<file path="config.mk">
export PLATFORM = sky130hd
export DESIGN_NAME = cmd_decoder
export DESIGN_NICKNAME = d
export VERILOG_FILES = /design/src/rtl/cmd_decoder.v /design/src/rtl/pec_calc.v /design/src/rtl/sync2.v
export VERILOG_INCLUDE_DIRS = /design/src /design/src/rtl
export SDC_FILE = /design/constraint.sdc
export NUM_CORES = 1
export LEC_CHECK = 0
export BUFFER_PORTS_ARGS = -buffer_cell sky130_fd_sc_hd__buf_2
export CAP_MARGIN = 20
export CORE_ASPECT_RATIO = 2
export CORE_MARGIN = 2
export CORE_UTILIZATION = 58
export DETAILED_ROUTE_END_ITERATION = 6
export MAX_ROUTING_LAYER = met4
export PLACE_DENSITY = 0.87
export SKIP_CTS_REPAIR_TIMING = 1
export SYNTH_ARGS = -nofsm -noshare
export SYNTH_HDL_FRONTEND = slang
export SYNTH_SLANG_ARGS = --single-unit
</file>
<file path="constraint.sdc">
create_clock -name clk -period 2.7 [get_ports clk]
set_input_delay 0.27 -clock clk [delete_from_list [all_inputs] [get_ports clk]]
set_output_delay 0.27 -clock clk [all_outputs]
set_load 0.005 [all_outputs]
</file>
<file path="src/rtl/cmd_decode_map.vh">
// command code map and field layout for the cell monitor command decoder
//
// Operation
// - nine cell group read codes 0x004..0x00C return the selected group
// - auxiliary group reads use 0x010 (A) and 0x011 (B)
// - health group reads use 0x014, 0x015, 0x016 for groups A, B, C
// - clear codes 0x019 cells, 0x01A auxiliary, 0x01B health clear those results
// - poll 0x01C, mux diagnosis 0x01D, config write 0x001, config read 0x002
// - bits 10:8 = 100 start cell conversion; bits 7:6 speed, 5:0 cell select
// - cell select 0 means all, 1..36 one cell, above 36 invalid
// - bits 10:9 = 11 start open wire check; bit 8 one pulls down
// - bits 10:8 = 100 with low bits 110000 adds sum of cells
// - self tests: pattern bits 9:8, cell/gpio/health by bit 10 and low bits
// - bits 10:8 = 011, 5:3 = 100 start gpio conversion, bits 2:0 select
// - bits 10:8 = 011 with low bits 110000 start gpio plus sum conversion
// - bits 10:8 = 011, 5:3 = 101 health conversion; select above 3 invalid
// - broadcast when first byte 7:3 zero; addressed commands need address match
// - two byte error code over both command bytes checked before acting
// - after poll, serial out low while busy, high when done or deselected
`ifndef CMD_DECODE_MAP_VH
`define CMD_DECODE_MAP_VH

// ----------------------------------------
// fixed command codes
// ----------------------------------------
`define CMD_WRITE_CONFIG    11'h001
`define CMD_READ_CONFIG     11'h002
`define CMD_READ_CELL_FIRST 11'h004
`define CMD_READ_CELL_LAST  11'h00C
`define CMD_READ_AUX_A      11'h010
`define CMD_READ_AUX_B      11'h011
`define CMD_READ_HEALTH_A   11'h014
`define CMD_READ_HEALTH_C   11'h016
`define CMD_CLEAR_CELL      11'h019
`define CMD_CLEAR_AUX       11'h01A
`define CMD_CLEAR_HEALTH    11'h01B
`define CMD_POLL_BUSY       11'h01C
`define CMD_MUX_DIAG        11'h01D

// ----------------------------------------
// conversion code fields
// ----------------------------------------
`define TOP_CELL        3'h4
`define TOP_GPIO        3'h3
`define LOW_SUM         6'h30
`define LOW_SELF_ALL    6'h3F
`define LOW_SELF_GPIO   6'h37
`define MID_GPIO        3'h4
`define MID_HEALTH      3'h5
`define CELL_SEL_MAX    6'h24
`define HEALTH_SEL_MAX  3'h3
`define PAT_ONE         2'h1
`define PAT_TWO         2'h2

// ----------------------------------------
// action codes reported on the decoder output
// ----------------------------------------
`define ACT_NONE        5'h00
`define ACT_WRITE_CFG   5'h01
`define ACT_READ_CFG    5'h02
`define ACT_READ_CELL   5'h03
`define ACT_READ_AUX    5'h04
`define ACT_READ_HEALTH 5'h05
`define ACT_CLEAR_CELL  5'h06
`define ACT_CLEAR_AUX   5'h07
`define ACT_CLEAR_HLTH  5'h08
`define ACT_POLL        5'h09
`define ACT_MUX_DIAG    5'h0A
`define ACT_CONV_CELL   5'h0B
`define ACT_OPEN_WIRE   5'h0C
`define ACT_CELL_SUM    5'h0D
`define ACT_SELF_CELL   5'h0E
`define ACT_CONV_GPIO   5'h0F
`define ACT_GPIO_SUM    5'h10
`define ACT_SELF_GPIO   5'h11
`define ACT_CONV_HEALTH 5'h12
`define ACT_SELF_HEALTH 5'h13

// ----------------------------------------
// error code
// ----------------------------------------
`define PEC_SEED        16'h0010
`define PEC_POLY        16'h4599

`endif

</file>
<file path="src/rtl/cmd_decoder.v">
// command interpreter of the cell monitor: frame check, code decode, poll output
`timescale 1ns/10ps
`include "cmd_decode_map.vh"
module cmd_decoder (
  // clock and reset
  input  wire        clk,
  input  wire        sys_rst,
  // received command frame from the link shifter
  input  wire        frame_valid,
  input  wire [7:0]  command_first_byte,
  input  wire [7:0]  command_second_byte,
  input  wire [15:0] packet_error_code,
  // device pins
  input  wire [3:0]  addr_pins,
  input  wire        chip_select_n,
  input  wire        converter_busy,
  // decoded action, one-cycle strobe with fields
  output reg         action_valid_q,
  output reg  [4:0]  action_q,
  output reg  [3:0]  read_group_q,
  output reg  [1:0]  converter_speed_select_q,
  output reg  [5:0]  cell_select_q,
  output reg         test_current_direction_q,
  output reg  [1:0]  self_test_pattern_q,
  output reg  [2:0]  auxiliary_select_q,
  output reg  [2:0]  health_select_q,
  output reg         start_conversion_q,
  // frame status
  output reg         pec_error_q,
  output reg         rejected_q,
  // serial output while polling
  output reg         serial_out_q
);
  // ----------------------------------------
  // pin synchronisers
  // ----------------------------------------
  wire [3:0] addr_s;
  wire       cs_n_s;
  wire       busy_s;

  sync2 #(.WIDTH(6)) u_sync (
    .clk     (clk),
    .sys_rst (sys_rst),
    .din     ({addr_pins, chip_select_n, converter_busy}),
    .dout    ({addr_s, cs_n_s, busy_s})
  );

  // ----------------------------------------
  // frame check
  // ----------------------------------------
  wire [15:0] pec_exp;
  wire [10:0] code;
  wire        bcast;
  wire        addr_hit;
  wire        pec_ok;

  pec_calc u_pec (
    .data ({command_first_byte, command_second_byte}),
    .pec  (pec_exp)
  );

  assign code     = {command_first_byte[2:0], command_second_byte};
  assign bcast    = (command_first_byte[7:3] == 5'h00);
  assign addr_hit = command_first_byte[7] && (command_first_byte[6:3] == addr_s);
  assign pec_ok   = (packet_error_code == pec_exp);

  // ----------------------------------------
  // code decode
  // ----------------------------------------
  // returns {action, legal}; legal clear means nothing is started
  function [5:0] decode;
    input [10:0] c;
    reg   [4:0]  a;
    reg          ok;
    begin
      a  = `ACT_NONE;
      ok = 1'b0;
      if (c == `CMD_WRITE_CONFIG) begin
        a = `ACT_WRITE_CFG;
      end else if (c == `CMD_READ_CONFIG) begin
        a = `ACT_READ_CFG;
      end else if (c >= `CMD_READ_CELL_FIRST && c <= `CMD_READ_CELL_LAST) begin
        a = `ACT_READ_CELL;
      end else if (c == `CMD_READ_AUX_A || c == `CMD_READ_AUX_B) begin
        a = `ACT_READ_AUX;
      end else if (c >= `CMD_READ_HEALTH_A && c <= `CMD_READ_HEALTH_C) begin
        a = `ACT_READ_HEALTH;
      end else if (c == `CMD_CLEAR_CELL) begin
        a = `ACT_CLEAR_CELL;
      end else if (c == `CMD_CLEAR_AUX) begin
        a = `ACT_CLEAR_AUX;
      end else if (c == `CMD_CLEAR_HEALTH) begin
        a = `ACT_CLEAR_HLTH;
      end else if (c == `CMD_POLL_BUSY) begin
        a = `ACT_POLL;
      end else if (c == `CMD_MUX_DIAG) begin
        a = `ACT_MUX_DIAG;
      // self-test low patterns are checked before the plain channel forms
      end else if (c[5:0] == `LOW_SELF_ALL && c[10] &&
                   (c[9:8] == `PAT_ONE || c[9:8] == `PAT_TWO)) begin
        a = `ACT_SELF_CELL;
      end else if (c[5:0] == `LOW_SELF_ALL && !c[10] &&
                   (c[9:8] == `PAT_ONE || c[9:8] == `PAT_TWO)) begin
        a = `ACT_SELF_HEALTH;
      end else if (c[5:0] == `LOW_SELF_GPIO && !c[10] &&
                   (c[9:8] == `PAT_ONE || c[9:8] == `PAT_TWO)) begin
        a = `ACT_SELF_GPIO;
      end else if (c[10:8] == `TOP_CELL && c[5:0] == `LOW_SUM) begin
        a = `ACT_CELL_SUM;
      end else if (c[10:8] == `TOP_CELL) begin
        a = `ACT_CONV_CELL;
      end else if (c[10:9] == 2'h3) begin
        a = `ACT_OPEN_WIRE;
      end else if (c[10:8] == `TOP_GPIO && c[5:0] == `LOW_SUM) begin
        a = `ACT_GPIO_SUM;
      end else if (c[10:8] == `TOP_GPIO && c[5:3] == `MID_GPIO) begin
        a = `ACT_CONV_GPIO;
      end else if (c[10:8] == `TOP_GPIO && c[5:3] == `MID_HEALTH) begin
        a = `ACT_CONV_HEALTH;
      end
      // invalid selections are rejected like unlisted codes
      if (a == `ACT_CONV_CELL || a == `ACT_OPEN_WIRE) begin
        ok = (c[5:0] <= `CELL_SEL_MAX);
      end else if (a == `ACT_CONV_HEALTH) begin
        ok = (c[2:0] <= `HEALTH_SEL_MAX);
      end else begin
        ok = (a != `ACT_NONE);
      end
      decode = {a, ok};
    end
  endfunction

  wire [5:0] dec;
  wire       accept;
  wire       is_conv;

  assign dec     = decode(code);
  assign accept  = frame_valid && pec_ok && (bcast || addr_hit) && dec[0];
  assign is_conv = (dec[5:1] >= `ACT_CONV_CELL);

  // ----------------------------------------
  // action register
  // ----------------------------------------
  always @(posedge clk or posedge sys_rst) begin
    if (sys_rst) begin
      action_valid_q           <= 1'b0;
      action_q                 <= `ACT_NONE;
      read_group_q             <= 4'h0;
      converter_speed_select_q <= 2'h0;
      cell_select_q            <= 6'h00;
      test_current_direction_q <= 1'b0;
      self_test_pattern_q      <= 2'h0;
      auxiliary_select_q       <= 3'h0;
      health_select_q          <= 3'h0;
      start_conversion_q       <= 1'b0;
      pec_error_q              <= 1'b0;
      rejected_q               <= 1'b0;
    end else begin
      action_valid_q     <= accept;
      start_conversion_q <= accept && is_conv;
      pec_error_q        <= frame_valid && !pec_ok;
      rejected_q         <= frame_valid && pec_ok && (bcast || addr_hit) && !dec[0];
      // fields only move on an accepted command so results stay untouched
      if (accept) begin
        action_q                 <= dec[5:1];
        read_group_q             <= code[3:0];
        converter_speed_select_q <= code[7:6];
        cell_select_q            <= code[5:0];
        test_current_direction_q <= code[8];
        self_test_pattern_q      <= code[9:8];
        auxiliary_select_q       <= code[2:0];
        health_select_q          <= code[2:0];
      end
    end
  end

  // ----------------------------------------
  // poll output
  // ----------------------------------------
  // poll mode is entered by the poll code or by any conversion start
  reg polling_q;

  always @(posedge clk or posedge sys_rst) begin
    if (sys_rst) begin
      polling_q    <= 1'b0;
      serial_out_q <= 1'b1;
    end else begin
      if (cs_n_s) begin
        polling_q <= 1'b0;
      end else if (accept && (dec[5:1] == `ACT_POLL || is_conv)) begin
        polling_q <= 1'b1;
      end
      // two synced cycles of lag on busy; host sees low no later than three clocks after
      serial_out_q <= !(polling_q && !cs_n_s && busy_s);
    end
  end
endmodule // cmd_decoder

</file>
<file path="src/rtl/pec_calc.v">
// 15-bit error code generator over a 16-bit command word
`timescale 1ns/10ps
`include "cmd_decode_map.vh"
module pec_calc (
  // command word
  input  wire [15:0] data,
  // code, shifted left with a zero lsb
  output wire [15:0] pec
);
  // ----------------------------------------
  // bitwise crc, combinational
  // ----------------------------------------
  function [15:0] crc16;
    input [15:0] d;
    reg   [15:0] r;
    reg          fb;
    integer      i;
    begin
      r = `PEC_SEED;
      for (i = 15; i >= 0; i = i - 1) begin
        fb = d[i] ^ r[14];
        r  = {r[14:0], 1'b0};
        if (fb) begin
          r = r ^ `PEC_POLY;
        end
        r[15] = 1'b0;
      end
      crc16 = {r[14:0], 1'b0};
    end
  endfunction

  assign pec = crc16(data);
endmodule // pec_calc

</file>
<file path="src/rtl/sync2.v">
// two flip-flop synchroniser for a bus of pin levels
`timescale 1ns/10ps
module sync2 #(
  parameter WIDTH = 1
) (
  // clock and reset
  input  wire             clk,
  input  wire             sys_rst,
  // pin side and synced side
  input  wire [WIDTH-1:0] din,
  output reg  [WIDTH-1:0] dout
);
  reg [WIDTH-1:0] meta_q;

  always @(posedge clk or posedge sys_rst) begin
    if (sys_rst) begin
      meta_q <= {WIDTH{1'b0}};
      dout   <= {WIDTH{1'b0}};
    end else begin
      meta_q <= din;
      dout   <= meta_q;
    end
  end
endmodule // sync2

</file>
### After elaboration in Yosys (flattened, before gate mapping)

Index checks and enable logic that the tools add are counted.

| storage, ports and cells | value |
|---|---|
| bits in registers | 41 |
| bits in latches | 0 |
| memory bits (writable) | 0 |
| ROM bits | 0 |
| input port bits | 41 |
| output and inout bits | 31 |
| logic and storage cells | 151 |
| memories kept | 0 |

| operators by class | value |
|---|---|
| add/sub/neg operators | 0 |
| $mul | 0 |
| div/mod/pow operators | 0 |
| order comparisons | 7 |
| equality and inequality tests | 25 |
| shifts and indexed selects | 0 |
| mux-type cells | 39 |
| bitwise operators | 30 |
| reduce and logical (&&, ||, !) cells | 35 |

Operators by type and width:

| operator | count |
|---|---|
| 15-bit 2-to-1 mux | 16 |
| 7-bit NOT | 15 |
| 5-bit 2-to-1 mux | 19 |
| 11-bit by 5-bit == test with 1-bit output (second input constant) | 7 |
| 1-bit logical AND | 22 |
| 6-bit == test (second input constant) | 3 |
| 16-bit == test | 1 |
| 5-bit by 4-bit == test with 1-bit output (second input constant) | 3 |
| 1-bit XOR | 15 |
| 11-bit by 1-bit == test with 1-bit output (second input constant) | 1 |
| 11-bit by 2-bit == test with 1-bit output (second input constant) | 1 |
| 11-bit by 3-bit greater-or-equal comparator with 1-bit output (second input constant) | 1 |
| 11-bit by 5-bit greater-or-equal comparator with 1-bit output (second input constant) | 1 |
| 11-bit by 4-bit less-or-equal comparator with 1-bit output (second input constant) | 1 |
| 11-bit by 5-bit less-or-equal comparator with 1-bit output (second input constant) | 1 |
| 3-bit == test (second input constant) | 3 |
| 6-bit less-or-equal comparator (second input constant) | 1 |
| 5-bit == test (second input constant) | 1 |
| 5-bit by 4-bit greater-or-equal comparator with 1-bit output (second input constant) | 1 |
| 1-bit logical NOT | 5 |
| 5-bit logical NOT | 1 |
| 1-bit logical OR | 5 |
| 5-bit nonzero test | 1 |
| 2-bit == test (second input constant) | 2 |
| 6 further kinds | 9 |

### Logic depth before layout (Yosys ltp)

Gate-level depths: netlist of run 1.

| depth | value |
|---|---|
| word-level depth | 38 |
| depth in mapped cells | 13 |
| mapped depth without buffers | 11 |

### Hierarchy

A second synthesis of run 1 with hierarchy kept.

| second synthesis, totals | value |
|---|---|
| cells, all modules | 253 |
| area, all modules | 2731.4 um2 |

Modules (own cells, without submodules):

| module | times used | cells each | area an instance (um2) | seq. area each (um2) |
|---|---|---|---|---|
| cmd_decoder | 1 | 178 | 1676.6 | 526.8 |
| pec_calc | 1 | 62 | 750.7 | 0.0 |
| sync2 | 1 | 13 | 304.0 | 300.3 |

### Least setup slack after synthesis of run 1

OpenSTA, ideal clock, no wires.

| timing | value |
|---|---|
| kind | input port to flip-flop |
| from | input port command_first_byte[1] |
| to | register action_q[0] |
| library setup time | 125 ps |
| arrival | 3028 ps |
| data required time | 2575 ps |
| path slack | -453 ps |
| stages on the path | 11 |
| buffers on the path | 2 |
| cell sequence | buf_4 xnor2_2 xor3_1 xnor3_1 xnor2_2 nor3_1 o211ai_2 a2111oi_4 nand3_4 buf_6 mux2_4 |

| on the way | value |
|---|---|
| word-level cells in the longest chain between the ends | 25 |
| elaborated cells on any way between the ends | 88 |
| those cells by class | 4 x order compare; 18 x eq/ne; 31 x mux; 19 x bitwise; 16 x reduce/logical |

Ends and longest elaborated chain:

| item | line | text |
|---|---|---|
| start: declaration | cmd_decoder.v:10 | `input wire [7:0] command_first_byte,` |
| 3-bit by 2-bit == test with 1-bit output (no source line) | - |  |
| 1-bit logical AND (no source line) | - |  |
| 5-bit 2-to-1 mux | cmd_decoder.v:118 | `` end else if (c[10:8] == `TOP_GPIO && c[5:3] == `MID_HEALTH) begin `` |
| 5-bit 2-to-1 mux | cmd_decoder.v:116 | `` end else if (c[10:8] == `TOP_GPIO && c[5:3] == `MID_GPIO) begin `` |
| 5-bit 2-to-1 mux | cmd_decoder.v:114 | `` end else if (c[10:8] == `TOP_GPIO && c[5:0] == `LOW_SUM) begin `` |
| 5-bit 2-to-1 mux | cmd_decoder.v:112 | `end else if (c[10:9] == 2'h3) begin` |
| 5-bit 2-to-1 mux | cmd_decoder.v:110 | `` end else if (c[10:8] == `TOP_CELL) begin `` |
| 5-bit 2-to-1 mux | cmd_decoder.v:108 | `` end else if (c[10:8] == `TOP_CELL && c[5:0] == `LOW_SUM) begin `` |
| [... 9 more ...] | - |  |
| 5-bit 2-to-1 mux | cmd_decoder.v:84 | `` end else if (c == `CMD_READ_AUX_A \|\| c == `CMD_READ_AUX_B) begin `` |
| 5-bit 2-to-1 mux | cmd_decoder.v:82 | `` end else if (c >= `CMD_READ_CELL_FIRST && c <= `CMD_READ_CELL_LAST) begin `` |
| 5-bit 2-to-1 mux | cmd_decoder.v:80 | `` end else if (c == `CMD_READ_CONFIG) begin `` |
| 5-bit 2-to-1 mux | cmd_decoder.v:78 | `` if (c == `CMD_WRITE_CONFIG) begin `` |
| 5-bit == test (no source line), or another cell as far along | - |  |
| 1-bit 2-to-1 mux or 1-bit logical OR (tied branches) | - |  |
| 1-bit 2-to-1 mux | cmd_decoder.v:122 | `` if (a == `ACT_CONV_CELL \|\| a == `ACT_OPEN_WIRE) begin `` |
| 1-bit logical AND | cmd_decoder.v:138 | `assign accept = frame_valid && pec_ok && (bcast \|\| addr_hit) && dec[0];` |
| end signal: assignment | cmd_decoder.v:147 | `` action_q <= `ACT_NONE; `` |
| end signal: assignment | cmd_decoder.v:165 | `action_q <= dec[5:1];` |
| end: declaration | cmd_decoder.v:19 | `output reg [4:0] action_q,` |

Parallel ways exist; a longest one is shown, timed or not.
A chain may end at the register's enable or synchronous reset.

### Worst setup path after layout of run 1

| timing | value |
|---|---|
| from | input port command_first_byte[5] |
| to | register read_group_q[1] |

| on the way | value |
|---|---|
| word-level cells in the longest chain between the ends | 32 |
| elaborated cells on any way between the ends | 49 |
| those cells by class | 2 x eq/ne; 14 x mux; 27 x bitwise; 6 x reduce/logical |

Ends and longest elaborated chain:

| item | line | text |
|---|---|---|
| 1-bit XOR | pec_calc.v:21 | `fb = d[i] ^ r[14];` |
| 15-bit 2-to-1 mux | pec_calc.v:23 | `if (fb) begin` |
| 1-bit XOR | pec_calc.v:21 |  |
| 15-bit 2-to-1 mux | pec_calc.v:23 |  |
| 1-bit XOR | pec_calc.v:21 |  |
| 15-bit 2-to-1 mux | pec_calc.v:23 |  |
| 1-bit XOR | pec_calc.v:21 |  |
| 15-bit 2-to-1 mux | pec_calc.v:23 |  |
| [... 15 more ...] | - |  |
| 15-bit 2-to-1 mux | pec_calc.v:23 |  |
| 1-bit XOR | pec_calc.v:21 |  |
| 15-bit 2-to-1 mux | pec_calc.v:23 |  |
| 1-bit XOR or 7-bit NOT (tied branches) | - |  |
| 15-bit 2-to-1 mux | pec_calc.v:23 |  |
| 16-bit == test | cmd_decoder.v:65 | `assign pec_ok = (packet_error_code == pec_exp);` |
| 1-bit logical AND | cmd_decoder.v:138 |  |
| 1-bit logical AND (*) (2 in series) | cmd_decoder.v:138 |  |
| end signal: assignment | cmd_decoder.v:166 | `read_group_q <= code[3:0];` |
| end: declaration | cmd_decoder.v:20 | `output reg [3:0] read_group_q,` |

Mark *: on every way between the ends. The rest lies on a longest branch, timed or not.

==> results of run 1 <==
-- final timing paths --
| check | from | end | cells past startpoint |
|---|---|---|---|
| min | sys_rst | u_sync.dout[3] | 3 |
| max in group asynchronous | sys_rst | serial_out_q | 3 |
| min in group clk | chip_select_n | u_sync.meta_q[1] | 1 |
| max reg2reg | u_sync.dout[4] | read_group_q[1] | 9 |
| max | command_first_byte[5] | read_group_q[1] | 13 |
| min reg2reg | u_sync.meta_q[2] | u_sync.dout[2] | 0 |
-- layout by cell type, fill, tap and decap left out, drive strengths merged, types with 3 or more instances in the layout --
cell type	count
nor4	3
buf	139
nand2b	5
nor3	8
xnor3	4
a21oi	6
nand2	13
a41oi	3
nor2	17
dfrtp	32
mux2	16
o41ai	3
o21ai	5
xor2	18
xnor2	49
nand3	8
clkbuf	7
a31oi	3
inv	7
nand3b	3
and4	3
-- layer usage --
metal / wire length (um) / vias to the layer above / track usage / share of wire
met5: 0 / - / - / 0
met4: 847 / 0 / 0.2682 / 0.091
met3: 404 / 56 / 0.04896 / 0.043
met2: 5184 / 127 / 0.5942 / 0.55
met1: 2913 / 1235 / 0.3125 / 0.31
li1: - / 1141 / - / -
-- worst max-delay path: stages --
cell and delay, ps:
buf_2 150, buf_4 170, xnor2_1 300, xnor2_2 240
xor2_4 360, xnor2_4 210, and3_4 240, o211ai_4 80
a2111oi_4 330, buf_4 200, nand3_4 130, clkbuf_16 200
mux2_2 290
-- power by group through the flow --
stage	sequential [W]	combinational, W	clock, W
4_1_cts	0.000507	0.000751	0.000481
3_5_place_dp	0.000517	0.000745	0
5_1_grt	0.000508	0.00102	0.000513
3_3_place_gp	0.000516	0.000718	0
6_report	0.000508	0.000959	0.000492
2_1_floorplan	0.000516	0.000511	0
-- logic make-up (layout without fill, tap and decap cells) --
family	after synthesis	after routing	share of synthesized area
buf+inv	38	156	0.08126
mux	18	18	0.08495
compound gates	29	29	0.08450
flops	33	33	0.3052
xor+xnor	72	72	0.2798
simple gates	76	76	0.1551
fa+ha+maj	2	2	0.009232
-- cell type report --
| type | instances | share of cell area |
|---|---|---|
| repair buffers | 141 | 0.2431 |
| inverters | 7 | 0.006781 |
| well taps | 55 | 0.01776 |
| multi-input cells | 197 | 0.4892 |
| clock buffers | 5 | 0.01776 |
| flip-flops and latches | 33 | 0.2134 |
| clock inverters | 3 | 0.01195 |
-- metrics by stage --
step,power (W),utilization,hold WS [ps]
floorplan,0.001027,-,301.4
global placement,0.001234,0.7547,333.3
detailed placement,0.001262,0.7547,334.7
CTS,0.001739,0.7799,57.25
global route,0.002039,0.8508,50.87
finish,0.001959,0.8508,33.64
-- sequential cells by signal (all words and copies together) (netlist names) --
| register | count |
|---|---|
| action_q | 5 |
| action_valid_q | 1 |
| cell_select_q | 3 |
| converter_speed_select_q | 2 |
| pec_error_q | 1 |
| polling_q | 1 |
| read_group_q | 3 |
| rejected_q | 1 |
| self_test_pattern_q | 2 |
| serial_out_q | 1 |
| start_conversion_q | 1 |
| u_sync.dout | 6 |
| u_sync.meta_q | 6 |
==> impl_metrics.tcl, run 1 <==
set metrics [dict create \
    maxCapViolCount 0 \
    crit_fanout 7 \
    yosysUniqueCellTypes 55 \
    fin_ws_ps -311.5 \
    nets 428 \
    synth_warnings 0 \
    grt_max_degree 34 \
    drc 0 \
    rsz0062_at_grt "true" \
    maxSlewHeadroom 0.6433 \
    power_density_mw_per_mm2 505.4 \
    ys_seq_elements 33 \
    dieHeight_um 100.7 \
    grt-ovfl-total 0 \
    drt_iter0_drc 81 \
    crit_type "input port to flop" \
    max_freq_ghz 0.3321 \
    status "complete, but fails checks" \
    fill_cells 242 \
    postRouteAntennaNets 0 \
    synth_edf_count 0 \
    antenna_found_initial 0 \
    die_area_mm2 0.005269 \
    synth_common_cells "45 x xnor2_1, 32 x dfrtp_1, 17 x nor2_1" \
    drive_above_1_share 0.5259 \
    cp-end-kind "flop" \
    grt_first_pass_wirelength_mm 12.45 \
    vias 2559 \
    min_period_ps 3012 \
    wl_mm 9.349 \
    r2r_slack_ps 570 \
    fin_setup_tns_ps -4073 \
    p_sw_frac 0.3563 \
    pwr-share-seq 0.259 \
    hp-class "input port to async pin" \
    critPathLaunchType "input port" \
    hpwl_mm 6.282 \
    synth.largest_area_cell "dfrtp_1" \
    dp_worst_setup_slack_ps -831.6 \
    start_util 0.5951 \
    setup_viol 19 \
    first_pass_iters 4 \
    syn_area_per_cell_um2 10.11 \
    clk_pin_slew_worst_paths_ps 90 \
    antenna_cells 0 \
    violations "setup timing" \
    tightest_slew_ps 528.1 \
    synth_area_mm2 0.002710 \
    netlist.area_leader.share 0.2955 \
    numCtsBuffers 5 \
    fin_skew_ps 19.93 \
    yosys-top-cells-area "dfrtp_1 30%, xnor2_1 15%, xor2_1 5.2%" \
    arrival_ps 3190 \
    rows 35 \
    areaGrowthSynthToFinish_pct 42.98 \
    clockPowerShare 0.251 \
    period_share 1.115 \
    finalWeightedCongestion 1.023 \
    ios 72 \
    comb_power_share 0.489 \
    core_area_mm2 0.004554 \
    clk_latency_ps 310 \
    clock_sinks 33 \
    grtUsageTotal 0.3411 \
    crit_required_ps 2880 \
    vias_per_cell 5.803 \
    peakVddDrop_v 0.0004920 \
    yosysSeqAreaShare 0.3052 \
    synth_cells 268 \
    routedWlPerCell_um 21.20 \
    ys_async_sr_fraction 1.000 \
    root_buffer "clkbuf_8" \
    ff_latch_area_um2 827.0 \
    hold_violations 0 \
    die_w_um 52.34 \
    final_cells 441 \
    power_switching_w 0.0006978 \
    internal-power_w 0.001261 \
    multiInputGateArea_mm2 0.001896 \
    cts_tree "yes" \
    dp_cells 425 \
    syn-num-nets 311 \
    cts.path.max_buffers 2 \
    cts_max_level 2 \
    p_leak_nw 1.908 \
    finalMaxSlewViolations 0 \
    synth.most_common_cell "xnor2_1" \
    ys.flop_type "dfrtp_1" \
    design_area_mm2 0.003875 \
    portBuffers 71 \
    placed_area_mm2 0.003437 \
    grt_pass1_vias 2563 \
]
No activity file was read; power rests on OpenSTA's default activity.
==> run 2, diff against run 1 <==
SETUP_SLACK_MARGIN = 0.15   (was default)
==> impl_metrics.tcl, run 2 (same netlist as run 1, synthesis figures left out) <==
set metrics [dict create \
    status "complete, but fails checks" \
    violations "setup timing" \
    grt_first_pass_wirelength_mm 12.32 \
    setup_viol 20 \
    finalMaxSlewViolations 0 \
    clk_pin_slew_worst_paths_ps 90 \
    fin_ws_ps -375.5 \
    reg_top3 "u_sync.dout x6, u_sync.meta_q x6, action_q x5" \
    use_met3 0.04451 \
    tightest_slew_ps 596.8 \
    final_common_cell "buf_4" \
    cts_tree "yes" \
    layout_common_cells "73 x buf_4, 64 x buf_2, 40 x xnor2_1, 32 x dfrtp_1, 16 x nor2_1" \
    whs_ps 49.93 \
    final_cells 452 \
    drt_iter0_drc 131 \
    maxSlewHeadroom 0.5991 \
    clockPowerShare 0.267 \
    gr-usage-met2 0.6038 \
    routedWlPerCell_um 21.45 \
    vias 2717 \
    rows 35 \
    reg2reg_depth 9 \
    hold_violations 0 \
    first_pass_iters 4 \
    cp-end-kind "flop" \
    clk_latency_ps 320 \
    crit_required_ps 2890 \
    wl_mm 9.696 \
    nets 439 \
    p_sw_frac 0.3473 \
    fin_skew_ps 15.42 \
    dieHeight_um 100.7 \
    internal-power_w 0.001252 \
    portBuffers 71 \
    start_util 0.5951 \
    hpwl_mm 6.350 \
    numCtsBuffers 5 \
    r2r-start "u_sync.dout[4]" \
    clock_sinks 33 \
    postRouteAntennaNets 0 \
    drc 0 \
    r2r-end "read_group_q[2]" \
    grt-busiest-layer "met2" \
    comb_power_share 0.469 \
    ios 72 \
    power_switching_w 0.0006662 \
    grt-ovfl-total 0 \
    arrival_ps 3270 \
    die_w_um 52.34 \
    die_area_mm2 0.005269 \
    min_period_ps 3076 \
    grt_pass1_vias 2590 \
    cts_max_level 2 \
    root_buffer "clkbuf_8" \
    core_area_mm2 0.004554 \
    rsz0062_at_grt "true" \
    p_leak_nw 1.962 \
    fill_cells 246 \
    vias_per_cell 6.011 \
    period_share 1.139 \
    hp-class "input port to async pin" \
    areaGrowthSynthToFinish_pct 44.83 \
    maxCapViolCount 0 \
    finalWeightedCongestion 0.9856 \
    crit_fanout 7 \
    critPathLaunchType "input port" \
    grt_use_met1 0.3012 \
    crit_type "input port to flop" \
    grt_max_degree 34 \
    antenna_found_initial 0 \
    grtUsageTotal 0.3392 \
    final_util 0.8618 \
    dp_cells 427 \
    r2r_slack_ps 650 \
    dp_worst_setup_slack_ps -737.9 \
    peakVddDrop_v 0.0005329 \
    cts.path.max_buffers 2 \
    max_freq_ghz 0.3251 \
    drive_above_1_share 0.5239 \
    power_density_mw_per_mm2 488.7 \
    pwr-share-seq 0.265 \
    antenna_cells 0 \
]
run 2: critical path, cell delays in order:
cell	delay [ps]
buf_8	110
xnor3_2	470
xnor2_2	270
xor2_2	320
xnor2_2	180
nor4b_2	390
a31oi_1	120
a2111oi_4	430
nand3_4	190
clkbuf_16	220
mux2_2	280
run 2: how the worst max path moves through the flow:
stage / from / to / slack (ps) / depth (start not counted)
global placement: command_first_byte[2] / action_q[2] / -650 / 12
global route: command_first_byte[4] / read_group_q[2] / -610 / 11
detailed placement: command_second_byte[7] / action_q[0] / -740 / 10
CTS: command_second_byte[7] / cell_select_q[4] / -450 / 10
floorplan: command_first_byte[5] / action_q[0] / -410 / 11
finish: command_first_byte[4] / read_group_q[2] / -380 / 11
run 2: layer usage:
layer / part of all wire / up-vias
met3: 0.049 / 80
met2: 0.55 / 173
met5: 0 / -
met1: 0.31 / 1306
li1: - / 1158
met4: 0.094 / 0
run 2: area by class of cell:
type	instances	area, um^2	share of cell area
Timing Repair Buffer	152	1091	0.2780
Multi-Input combinational cell	197	1792	0.4565
Inverter	7	26.28	0.006694
Clock inverter	2	37.54	0.009563
Tap cell	55	68.82	0.01753
Clock buffer	6	82.58	0.02104
Sequential cell	33	827.0	0.2107
run 2: power by group through the flow:
stage	Combinational, W	Clock, W	Sequential, W
6_report	0.000899	0.000511	0.000508
5_1_grt	0.000958	0.000533	0.000508
4_1_cts	0.000761	0.000506	0.000508
3_5_place_dp	0.000757	0	0.000517
3_3_place_gp	0.000729	0	0.000516
2_1_floorplan	0.000511	0	0.000516
run 2: metrics by stage:
stage | power (W) | cell area (um^2) | TNS, ps
floorplan | 0.001027 | 2766 | -5153
global placement | 0.001245 | 3452 | -11110
detailed placement | 0.001275 | 3452 | -12890
CTS | 0.001774 | 3572 | -7207
global route | 0.001999 | 3925 | -11240
finish | 0.001918 | 3925 | -6361
==> run 3, diff against run 2 <==
CORE_UTILIZATION = 59   (was 58)
CTS_BUF_LIST = sky130_fd_sc_hd__clkbuf_4 sky130_fd_sc_hd__clkbuf_8   (was default)
PLACE_DENSITY = 0.88   (was 0.87)
==> impl_metrics.tcl, run 3 (same netlist as run 1, synthesis figures left out) <==
set metrics [dict create \
    crit_type "input port to flop" \
    wl_mm 9.335 \
    maxSlewHeadroom 0.5508 \
    nets 430 \
    start_util 0.6185 \
    crit_fanout 17 \
    clock_sinks 33 \
    whs_ps -1.295 \
    design_area_mm2 0.003740 \
    hold_violations 1 \
    crit_required_ps 2880 \
    grt-ovfl-total 0 \
    postRouteAntennaNets 0 \
    rsz0062_at_grt "true" \
    setup_viol 19 \
    p_leak_nw 1.869 \
    core_area_mm2 0.004382 \
    ios 72 \
    die_area_mm2 0.005184 \
    rows 34 \
    cts_max_level 2 \
    final_common_cell "buf_4" \
    grt_pass1_vias 2771 \
    finalMaxSlewViolations 0 \
    first_pass_iters 4 \
    multiInputGateArea_mm2 0.001767 \
    drive_above_1_share 0.4948 \
    fill_cells 233 \
    peakVddDrop_v 0.0006781 \
    min_period_ps 2976 \
    areaGrowthSynthToFinish_pct 38.00 \
    fin_ws_ps -275.5 \
    hp-class "input port to async pin" \
    power_density_mw_per_mm2 501.7 \
    drt_iter0_drc 133 \
    finalWeightedCongestion 0.9398 \
    status "complete, but fails checks" \
    arrival_ps 3150 \
    die_w_um 51.93 \
    drc 0 \
    ff_latch_area_um2 827.0 \
    grt_first_pass_wirelength_mm 13.77 \
    vias_per_cell 5.885 \
    cts_tree "yes" \
    portBuffers 71 \
    maxCapViolCount 0 \
    antenna_found_initial 0 \
    violations "hold timing, setup timing" \
    period_share 1.102 \
    clk_pin_slew_worst_paths_ps 90 \
    final_util 0.8535 \
    critPathLaunchType "input port" \
    root_buffer "clkbuf_8" \
    cts.path.max_buffers 2 \
    hpwl_mm 6.787 \
    tightest_slew_ps 665.1 \
    grt_max_degree 20 \
    max_freq_ghz 0.3361 \
    grtUsageTotal 0.3794 \
    dieHeight_um 99.85 \
    placed_area_mm2 0.003508 \
    fin_setup_tns_ps -4054 \
    vias 2601 \
    layout_common_cells "70 x buf_4, 69 x buf_2, 41 x xnor2_1, 32 x dfrtp_1, 17 x nor2_1" \
    reg_top3 "u_sync.dout x6, u_sync.meta_q x6, action_q x5" \
    cp-end-kind "flop" \
    numCtsBuffers 5 \
    clk_latency_ps 290 \
    routedWlPerCell_um 21.12 \
    fin_skew_ps 9.899 \
    antenna_cells 0 \
]
[run 3: changes by cell type in the layout (fill, tap and decap cells not counted), moves of 2 or more]
| cell | delta |
|---|---|
| buf_2 | +5 |
| clkbuf_16 | -2 |
| buf_4 | -3 |
| buf_6 | -7 |
[run 3: layout make-up]
class / instances / area share
repair buffers: 143 / 0.2506
clock buffers: 5 / 0.01840
clock inverters: 3 / 0.01238
inverters: 7 / 0.007026
flip-flops and latches: 33 / 0.2211
well taps: 54 / 0.01807
multi-input cells: 197 / 0.4724
[run 3: metrics by stage]
step / setup WS, ps / total power [W] / std cells / hold WS [ps]
floorplan: -409.3 / 0.001027 / 268 / 301.4
global placement: -547.9 / 0.001259 / 432 / 310.9
detailed placement: -633.3 / 0.001292 / 432 / 338.5
CTS: -342.6 / 0.001778 / 440 / 20.12
global route: -454.3 / 0.001952 / 442 / 65.96
finish: -275.5 / 0.001876 / 442 / -1.295
[run 3: path summary, 6_finish.rpt]
check,start,endpoint,slack (ps),depth (start not counted)
max,command_second_byte[6],action_q[1],-280,11
min,sys_rst,converter_speed_select_q[0],-1,2
max reg2reg,u_sync.dout[4],action_q[1],700,9
min reg2reg,u_sync.meta_q[2],u_sync.dout[2],350,0
max in group asynchronous,sys_rst,action_q[0],2020,3
min in group clk,addr_pins[1],u_sync.meta_q[3],70,1
[run 3: power breakdown]
group	switching (W)	internal (W)	total, W
logic	0.000444	0.000435	0.000879
registers	0.00000401	0.000504	0.000508
clock network	0.000213	0.000276	0.000489
total	0.000661	0.00122	0.00188
[run 3: routing by layer]
metal,wire (um),vias to the layer above,global-route usage
met3,539,62,0.07738
met2,5056,150,0.6524
li1,-,1141,-
met4,748,0,0.2915
met1,2990,1248,0.3456
met5,0,-,-
[run 3: critical path, cell delays in order]
cell       delay (ps)
buf_2             150
xnor2_2           190
xnor2_1           400
xnor3_1           440
xnor2_2           300
and3_4            270
o211ai_4           90
a2111oi_4         440
nand3_4           110
buf_12            180
mux2_4            300
